[src/logic/psbwl_regs.svh]
// Constants of the burst, WAIT and latency block of the multiplexed-bus memory
// What this block does
// - Wrap bit 0 steps addresses modulo the burst length inside the aligned block, 1 steps linearly.
// - Drive code 00 gives full, 01 half (reset) and 10 quarter strength; 11 is reserved.
// - With WAIT timing 0, data turns valid or invalid in step with WAIT changing.
// - With WAIT timing 1 (reset), WAIT changes one clock before data turns valid or invalid.
// - WAIT polarity 1 (reset) makes asserted WAIT high, 0 makes it low.
// - The three-bit latency code sets the clocks from burst start until data appears on the bus.
// - Latency counts clocks from burst start until data appears; the transfer is on the next clock.
// - Variable latency codes 010, 011 (reset) and 100 give 2, 3, 4 clocks, doubled on refresh collision.
// - Variable latency mode (reset) holds WAIT asserted through the extra cycles of a collision.
// - Fixed latency mode starts data after exactly the programmed count, whatever refresh does.
// - Burst length is 4, 8, 16, 32 or continuous (reset), and linear addresses roll over to zero.
// - The operating-mode bit selects synchronous bursts at 0 or asynchronous operation at 1 (reset).
// - The host writes reserved bits as zero and all sixteen bits read back exactly as written.
`ifndef PSBWL_REGS_SVH
`define PSBWL_REGS_SVH
`define PSBWL_SEL_BCR 2'h2
`define PSBWL_BCR_RST 16'h9D1F
`define PSBWL_BL4 3'h1
`define PSBWL_BL8 3'h2
`define PSBWL_BL16 3'h3
`define PSBWL_BL32 3'h4
`define PSBWL_BLCONT 3'h7
`define PSBWL_DRV_HALF 2'h1
`define PSBWL_DRV_RSV 2'h3
`define PSBWL_LAT_DEF 4'h3
`define PSBWL_LAT_C0 4'h8
`define PSBWL_CLK_NS 10
`define PSBWL_REF_NS 3900
`define PSBWL_REF_CYC (`PSBWL_REF_NS / `PSBWL_CLK_NS)
`define PSBWL_REF_BUSY_NS 60
`define PSBWL_REF_BUSY_CYC ((`PSBWL_REF_BUSY_NS + `PSBWL_CLK_NS - 1) / `PSBWL_CLK_NS)
`define PSBWL_REF_GUARD 16
`define PSBWL_FIFO_DEPTH 16
`endif

[src/logic/psbwl_pkg.sv]
// Types shared by the burst, WAIT and latency block
package psbwl_pkg;
    typedef struct packed {
        logic       async_mode;
        logic       lat_fixed;
        logic [2:0] lat_code;
        logic       wait_pol;
        logic       rsv9;
        logic       wait_cfg;
        logic [1:0] rsv7_6;
        logic [1:0] drive;
        logic       no_wrap;
        logic [2:0] blen;
    } psbwl_bcr_t;
    typedef enum logic [1:0] {
        PSBWL_DRV_FULL = 2'h0,
        PSBWL_DRV_HALF = 2'h1,
        PSBWL_DRV_QUARTER = 2'h2
    } psbwl_drive_t;
    typedef enum {PS_IDLE, PS_LAT, PS_DATA} psbwl_state_t;
endpackage

[src/logic/psbwl_core.sv]
// Write FIFO and the burst, WAIT and latency engine of the memory
`include "psbwl_regs.svh"

module psbwl_fifo #(
    parameter int W = 24,
    parameter int DEPTH = 16
) (
    // Clock and reset
    input wire logic ref_clk_i,
    input wire logic rst_b_i,
    // Fill side
    input wire logic in_valid_i,
    output logic in_ready_o,
    input wire logic [W-1:0] in_data_i,
    // Drain side
    output logic out_valid_o,
    input wire logic out_ready_i,
    output logic [W-1:0] out_data_o,
    output logic [$clog2(DEPTH):0] level_o
);
    localparam int AB = $clog2(DEPTH);
    initial begin
        if (DEPTH < 2 || (1 << AB) != DEPTH) begin
            $error("psbwl_fifo: DEPTH must be a power of two");
        end
    end
    logic [W-1:0] buf_q [DEPTH];
    logic [AB:0] wp, rp, next_wp, next_rp;
    logic push, pop;

    always_comb begin
        // Full needs the extra pointer bit; a plain AB-bit depth would read as zero
        in_ready_o = (wp - rp) != (AB+1)'(DEPTH);
        out_valid_o = wp != rp;
        push = in_valid_i && in_ready_o;
        pop = out_valid_o && out_ready_i;
        next_wp = wp + (AB+1)'(push);
        next_rp = rp + (AB+1)'(pop);
        out_data_o = buf_q[rp[AB-1:0]];
        level_o = wp - rp;
    end

    always_ff @(posedge ref_clk_i or negedge rst_b_i) begin
        if (!rst_b_i) begin
            wp <= '0;
            rp <= '0;
        end else begin
            wp <= next_wp;
            rp <= next_rp;
        end
    end

    // Storage needs no reset; only the pointers say what is valid
    always_ff @(posedge ref_clk_i) begin
        if (push) begin
            buf_q[wp[AB-1:0]] <= in_data_i;
        end
    end
endmodule

module psbwl_core
    import psbwl_pkg::*;
#(
    parameter int AW = 8,
    parameter int DEPTH = `PSBWL_FIFO_DEPTH
) (
    // Clock and reset
    input wire logic ref_clk_i,
    input wire logic rst_b_i,
    // Bus control
    input wire logic ce_b_i,
    input wire logic adv_b_i,
    input wire logic we_b_i,
    input wire logic cre_i,
    input wire logic [3:0] addr_hi_i,
    // Multiplexed address and data, and WAIT
    input wire logic [15:0] adq_i,
    output logic [15:0] adq_o,
    output logic adq_oe_b_o,
    output logic wait_o,
    // Configuration seen by the pads
    output logic [1:0] drive_o,
    output logic async_mode_o
);
    localparam int REF_CYC = `PSBWL_REF_CYC;
    localparam int RB = $clog2(REF_CYC);
    localparam int W = AW + 16;
    initial begin
        if (AW < 5 || AW > 16 || DEPTH < 4) begin
            $error("psbwl_core: AW must be 5..16 and DEPTH at least 4");
        end
    end

    typedef struct packed {
        logic [AW-1:0] addr;
        logic [15:0] data;
    } psbwl_wr_t;

    psbwl_bcr_t bus_configuration, next_bcr;
    psbwl_state_t state, next_state;
    logic [3:0] cnt, next_cnt;
    logic [AW-1:0] addr, next_addr, addr_d, next_addr_d;
    logic is_wr, next_is_wr, is_cfg, next_is_cfg;
    logic a_q, next_a, dv, next_dv;
    logic [15:0] next_adq;
    logic next_oe_b, next_wait;
    logic [1:0] next_drive;
    logic [RB-1:0] ref_cnt, next_ref_cnt;
    logic [3:0] ref_busy, next_ref_busy;
    logic [15:0] mem [2**AW];
    logic start, cfg_hit, arr_start, collide, room, wait_act;
    logic fifo_in_ready, fifo_out_valid, drain;
    psbwl_wr_t fifo_in, fifo_out;
    logic [$clog2(DEPTH):0] level;

    function automatic logic [3:0] lat_f(input psbwl_bcr_t b);
        logic [3:0] n;
        n = {1'b0, b.lat_code};
        if (b.lat_fixed && b.lat_code == 3'h0) begin
            n = `PSBWL_LAT_C0;
        end else if (b.lat_code < 3'h2 || b.lat_code > (b.lat_fixed ? 3'h6 : 3'h4)) begin
            n = `PSBWL_LAT_DEF;
        end
        return n;
    endfunction

    function automatic logic [AW-1:0] step_f(input logic [AW-1:0] a, input psbwl_bcr_t b);
        logic [AW-1:0] m;
        unique case (b.blen)
            `PSBWL_BL4: m = AW'(3);
            `PSBWL_BL8: m = AW'(7);
            `PSBWL_BL16: m = AW'(15);
            `PSBWL_BL32: m = AW'(31);
            default: m = '0;
        endcase
        if (!b.no_wrap && m != '0) begin
            return (a & ~m) | ((a + AW'(1)) & m);
        end
        return a + AW'(1);
    endfunction

    psbwl_fifo #(.W(W), .DEPTH(DEPTH)) u_wr_fifo (
        .ref_clk_i(ref_clk_i),
        .rst_b_i(rst_b_i),
        .in_valid_i(dv && is_wr && !is_cfg),
        .in_ready_o(fifo_in_ready),
        .in_data_i(fifo_in),
        .out_valid_o(fifo_out_valid),
        .out_ready_i(ref_busy == 4'h0),
        .out_data_o(fifo_out),
        .level_o(level)
    );

    always_comb begin
        start = !ce_b_i && !adv_b_i;
        cfg_hit = start && cre_i && addr_hi_i[3:2] == `PSBWL_SEL_BCR;
        arr_start = start && !cre_i && !bus_configuration.async_mode;
        // A refresh running or about to start collides with the access
        collide = ref_busy != 4'h0 || ref_cnt < RB'(`PSBWL_REF_GUARD);
        // Two words may already be on their way into the FIFO
        room = level <= ($clog2(DEPTH)+1)'(DEPTH - 3);
        fifo_in = '{addr: addr_d, data: adq_i};
        drain = fifo_out_valid && ref_busy == 4'h0;
        next_bcr = bus_configuration;
        next_state = state;
        next_cnt = cnt;
        next_addr = addr;
        next_is_wr = is_wr;
        next_is_cfg = is_cfg;
        if (cfg_hit && !we_b_i) begin
            next_bcr = adq_i;
        end
        if (ce_b_i) begin
            next_state = PS_IDLE;
        end else if (cfg_hit || arr_start) begin
            next_state = PS_LAT;
            next_is_wr = !we_b_i;
            next_is_cfg = cfg_hit;
            next_addr = adq_i[AW-1:0];
            next_cnt = lat_f(bus_configuration);
            if (arr_start && !bus_configuration.lat_fixed && collide) begin
                next_cnt = next_cnt << 1;
            end
        end else if (state == PS_LAT) begin
            next_cnt = cnt - 4'h1;
            if (cnt == 4'h1) begin
                next_state = PS_DATA;
            end
        end
        next_a = next_state == PS_DATA && (!next_is_wr || room);
        if (a_q && state == PS_DATA && !start) begin
            next_addr = step_f(addr, bus_configuration);
        end
        next_dv = a_q && !ce_b_i && !start;
        next_addr_d = addr;
        next_adq = is_cfg ? 16'(bus_configuration) : mem[addr];
        next_oe_b = !(next_dv && !is_wr);
        // Early timing tracks the stage ahead, late timing tracks the bus itself
        if (bus_configuration.wait_cfg) begin
            wait_act = next_state != PS_IDLE && !next_a;
        end else begin
            wait_act = next_state != PS_IDLE && !next_dv;
        end
        next_wait = bus_configuration.wait_pol ? wait_act : !wait_act;
        next_drive = bus_configuration.drive == `PSBWL_DRV_RSV ? `PSBWL_DRV_HALF : bus_configuration.drive;
    end

    always_ff @(posedge ref_clk_i or negedge rst_b_i) begin
        if (!rst_b_i) begin
            bus_configuration <= `PSBWL_BCR_RST;
            state <= PS_IDLE;
            cnt <= 4'h0;
            addr <= '0;
            addr_d <= '0;
            is_wr <= 1'b0;
            is_cfg <= 1'b0;
            a_q <= 1'b0;
            dv <= 1'b0;
            adq_o <= 16'h0000;
            adq_oe_b_o <= 1'b1;
            wait_o <= 1'b0;
            drive_o <= `PSBWL_DRV_HALF;
            async_mode_o <= 1'b1;
        end else begin
            bus_configuration <= next_bcr;
            state <= next_state;
            cnt <= next_cnt;
            addr <= next_addr;
            addr_d <= next_addr_d;
            is_wr <= next_is_wr;
            is_cfg <= next_is_cfg;
            a_q <= next_a;
            dv <= next_dv;
            adq_o <= next_adq;
            adq_oe_b_o <= next_oe_b;
            wait_o <= next_wait;
            drive_o <= next_drive;
            async_mode_o <= next_bcr.async_mode;
        end
    end

    // Hidden refresh: the array port is taken, so writes queue in the FIFO
    always_comb begin
        next_ref_cnt = ref_cnt - RB'(1);
        next_ref_busy = ref_busy == 4'h0 ? 4'h0 : ref_busy - 4'h1;
        if (ref_cnt == '0) begin
            next_ref_cnt = RB'(REF_CYC - 1);
            next_ref_busy = 4'(`PSBWL_REF_BUSY_CYC);
        end
    end

    always_ff @(posedge ref_clk_i or negedge rst_b_i) begin
        if (!rst_b_i) begin
            ref_cnt <= RB'(REF_CYC - 1);
            ref_busy <= 4'h0;
        end else begin
            ref_cnt <= next_ref_cnt;
            ref_busy <= next_ref_busy;
        end
    end

    always_ff @(posedge ref_clk_i) begin
        if (drain) begin
            mem[fifo_out.addr] <= fifo_out.data;
        end
    end

    logic hold, rd3;
    assign hold = !ce_b_i && adv_b_i;
    assign rd3 = arr_start && we_b_i && bus_configuration.lat_code == 3'h3;
endmodule

[config.mk]
export PLATFORM = sky130hd
export DESIGN_NAME = psbwl_core
export DESIGN_NICKNAME = d
export VERILOG_FILES = /design/src/logic/psbwl_pkg.sv /design/src/logic/psbwl_core.sv
export VERILOG_INCLUDE_DIRS = /design/src /design/src/logic
export SDC_FILE = /design/constraint.sdc
export NUM_CORES = 2
export LEC_CHECK = 0
export CAP_MARGIN = 10
export CORE_MARGIN = 1.5
export CORE_UTILIZATION = 55
export DETAILED_ROUTE_END_ITERATION = 6
export DONT_BUFFER_PORTS = 1
export GPL_ROUTABILITY_DRIVEN = 0
export PLACE_DENSITY = 0.7
export SYNTH_ARGS = -nofsm -noshare
export SYNTH_HDL_FRONTEND = slang
export SYNTH_HIERARCHICAL = 1
export SYNTH_MEMORY_MAX_BITS = 65536
export SYNTH_SLANG_ARGS = --single-unit
[constraint.sdc]
create_clock -name ref_clk_i -period 10.2 [get_ports ref_clk_i]
set_input_delay 2.04 -clock ref_clk_i [delete_from_list [all_inputs] [get_ports ref_clk_i]]
set_output_delay 2.04 -clock ref_clk_i [all_outputs]
set_load 0.01 [all_outputs]
==> summary.json <==
{
  "run_status": {"value": "complete, no violations"},
  "p_leak": {"value": 62.8, "unit": "nW"},
  "clkTransAtPathRegs": {"value": 60, "unit": "ps"},
  "clock_insertion_delay_worst_skew": {"value": 1000, "unit": "ps"},
  "die-area": {"value": 326000, "unit": "sq um"},
  "syn_nets": {"value": 8277},
  "grt_first_pass_wirelength": {"value": 660, "unit": "mm"},
  "cts.path.max_buffers": {"value": 4},
  "total_global_routing_track_utilization": {"value": 0.288},
  "slew_worst_pin": {"value": 1350, "unit": "ps"},
  "wl_per_cell": {"value": 35.2, "unit": "microns"},
  "detailroute.via_count": {"value": 88800},
  "core_region_area": {"value": 321000, "unit": "sq um"},
  "setup.worst_path.start_class": {"value": "register"},
  "total_power_draw": {"value": 0.0587, "unit": "W"},
  "critPathRequiredTime": {"value": 11000, "unit": "ps"},
  "htree_levels": {"value": 5},
  "grt_util_met3": {"value": 0.0768},
  "unrepaired_setup_endpoints_after_global_routing": {"value": "no"},
  "max_transition_viols_final": {"value": 0},
  "min_period_over_period": {"value": 0.563},
  "grtUsageMet2": {"value": 0.436},
  "power_per_cell_area": {"value": 296, "unit": "nW/um^2"},
  "multiInputGateArea": {"value": 37700, "unit": "sq um"},
  "cts_sinks": {"value": 4595},
  "area.sequential": {"value": 137000, "unit": "sq um"},
  "vdd_ir_drop_max": {"value": 0.444, "unit": "mV"},
  "final.setup_skew": {"value": 85.5, "unit": "ps"},
  "detail_route.iter0.violations": {"value": 12800},
  "detail_route.vias_per_cell": {"value": 6.68},
  "finalWirelength": {"value": 468, "unit": "mm"},
  "start_util": {"value": 0.553},
  "worstSetupPathType": {"value": "reg2reg"},
  "drive_above_1_share": {"value": 0.249},
  "crit_fanout": {"value": 34},
  "ctsRootBufferMaster": {"value": "sky130_fd_sc_hd__clkbuf_16"},
  "ant_nets": {"value": 0},
  "cts_hold_buffers": {"value": 0},
  "global_route_layer_with_the_greatest_usage": {"value": "met2"},
  "post_layout_inst_area": {"value": 198000, "unit": "sq um"},
  "dp_hpwl": {"value": 264, "unit": "mm"},
  "die-height": {"value": 571, "unit": "microns"},
  "ios": {"value": 47},
  "placed_cell_area": {"value": 184000, "unit": "sq um"},
  "globalRouteOverflowTotal": {"value": 0},
  "final.min_clock_period": {"value": 5740, "unit": "ps"},
  "grt_start_max_net_pins": {"value": 209},
  "synth-warning-count": {"value": 6},
  "max_slew_margin": {"value": 0.0736},
  "portBuffers": {"value": 0},
  "report.final.hold_viol_count": {"value": 0},
  "synthesis.instances": {"value": 8237},
  "post_cts_buffers": {"value": 0},
  "initial_antenna_violation_count": {"value": 30},
  "grt_use_met1": {"value": 0.400},
  "setup-violations-final": {"value": 0},
  "syn2layout_area_growth": {"value": 11.8, "unit": "%"},
  "max_clock_freq": {"value": 174, "unit": "MHz"},
  "horizontal_extent_of_the_die": {"value": 571, "unit": "microns"},
  "numCtsBuffers": {"value": 448},
  "syn_area_per_cell": {"value": 21.5, "unit": "sq um"},
  "nets": {"value": 8629},
  "rows": {"value": 208},
  "tns": {"value": 0, "unit": "ps"},
  "min_path_type": {"value": "reg2reg"},
  "detail_route.first_pass.iterations": {"value": 6},
  "syn_area": {"value": 177000, "unit": "sq um"},
  "timing.max_cap.violations": {"value": 0},
  "critPathCaptureType": {"value": "register"},
  "tritoncts_clock_tree": {"value": "done"},
  "critical_path_arrival": {"value": 6540, "unit": "ps"},
  "first_global_vias": {"value": 88000},
  "post_route_drc_violation_count": {"value": 0},
  "ctsResizeCount": {"value": 0},
  "fillers": {"value": 21500}
}
## placed cells by master (no fill, tap or decap), types with 14 or more instances in the layout
master,instances
sky130_fd_sc_hd__edfxtp_1,4480
sky130_fd_sc_hd__mux4_2,1003
sky130_fd_sc_hd__mux2i_1,469
sky130_fd_sc_hd__clkbuf_16,452
sky130_fd_sc_hd__buf_4,353
sky130_fd_sc_hd__nor2_1,280
sky130_fd_sc_hd__nand2_1,270
sky130_fd_sc_hd__a21oi_1,146
sky130_fd_sc_hd__a22oi_1,138
sky130_fd_sc_hd__clkinv_1,102
sky130_fd_sc_hd__o21ai_0,101
sky130_fd_sc_hd__clkinv_2,100
sky130_fd_sc_hd__dfrtp_1,89
sky130_fd_sc_hd__clkbuf_1,77
sky130_fd_sc_hd__a221oi_1,73
sky130_fd_sc_hd__nor2_2,66
sky130_fd_sc_hd__nand3_1,58
sky130_fd_sc_hd__bufinv_16,51
sky130_fd_sc_hd__a31oi_1,40
sky130_fd_sc_hd__o221ai_1,35
sky130_fd_sc_hd__and2_1,33
sky130_fd_sc_hd__o22ai_1,27
sky130_fd_sc_hd__o211ai_1,26
sky130_fd_sc_hd__nor3_1,24
sky130_fd_sc_hd__buf_12,24
sky130_fd_sc_hd__mux2_2,22
sky130_fd_sc_hd__clkinvlp_4,21
sky130_fd_sc_hd__inv_1,19
sky130_fd_sc_hd__a211oi_1,19
sky130_fd_sc_hd__nor4_1,17
sky130_fd_sc_hd__and3_1,17
sky130_fd_sc_hd__nand2_4,17
sky130_fd_sc_hd__dfstp_2,16
sky130_fd_sc_hd__a31oi_4,16
sky130_fd_sc_hd__a32oi_1,14
## final timing paths
path,startpoint,endpoint,slack (ps),depth (start not counted)
min in group asynchronous,rst_b_i,adq_o[2],780,0
hold / removal,ref_cnt[0],ref_cnt[0],460,1
hold reg to reg,ref_cnt[0],ref_cnt[0],460,1
max in group asynchronous,rst_b_i,bus_configuration[3],9170,0
setup / recovery,register,adq_o[13],4460,9
setup reg to reg,register,adq_o[13],4460,9
## power by group
part / switching, W / internal [W] / leakage, nW / total [W]
logic: 0.0115 / 0.00308 / 13.7 / 0.0146
registers: 0.000463 / 0.0271 / 41.9 / 0.0276
clock network: 0.00708 / 0.00947 / 7.16 / 0.0165
## critical path, cell delays in order (launching register included)
cell and delay, ps:
sky130_fd_sc_hd__dfrtp_4 780, sky130_fd_sc_hd__buf_4 440, sky130_fd_sc_hd__nor2_4 490, sky130_fd_sc_hd__buf_4 590
sky130_fd_sc_hd__buf_4 700, sky130_fd_sc_hd__a22oi_1 200, sky130_fd_sc_hd__and3_1 250, sky130_fd_sc_hd__a2111oi_0 1120
sky130_fd_sc_hd__a32o_1 700, sky130_fd_sc_hd__o32ai_1 170
## routing by layer
layer  up-vias  share of wire
li1      35300              -
met1     46700           0.36
met2      5865           0.46
met3       997           0.13
met4        14          0.048
met5         -        0.00019
## cell type report
type | count | share of cell area
Inverter | 23 | 0.000504
Multi-Input combinational cell | 3142 | 0.190
Tap cell | 4305 | 0.0271
Clock buffer | 537 | 0.0590
Sequential cell | 4595 | 0.693
Timing Repair Buffer | 379 | 0.0159
Clock inverter | 299 | 0.0148
Antenna cell | 13 | 0.000164
## sequential cells by signal, summed over array words and instances (netlist names), named ones only
name	count
dv	1
addr_d	8
adq_oe_b_o	1
bus_configuration	16
drive_o	2
is_wr	1
ref_cnt	9
cnt	4
u_wr_fifo/buf_q	384
ref_busy	4
a_q	1
u_wr_fifo/wp	5
addr	4
wait_o	1
is_cfg	1
mem	4096
adq_o	16
u_wr_fifo/rp	5
state	32
## metrics by stage
stage | util | hold WS [ps] | std cells | worst slack [ps]
6_report | 0.618 | 455 | 13300 | 4460
5_1_grt | 0.618 | 474 | 13300 | 4170
4_1_cts | 0.618 | 455 | 13300 | 4490
3_5_place_dp | 0.572 | 441 | 12400 | 4500
3_3_place_gp | 0.572 | 439 | 12400 | 4430
2_1_floorplan | - | 365 | 8237 | 5130
No activity file was read; power rests on OpenSTA's default activity.
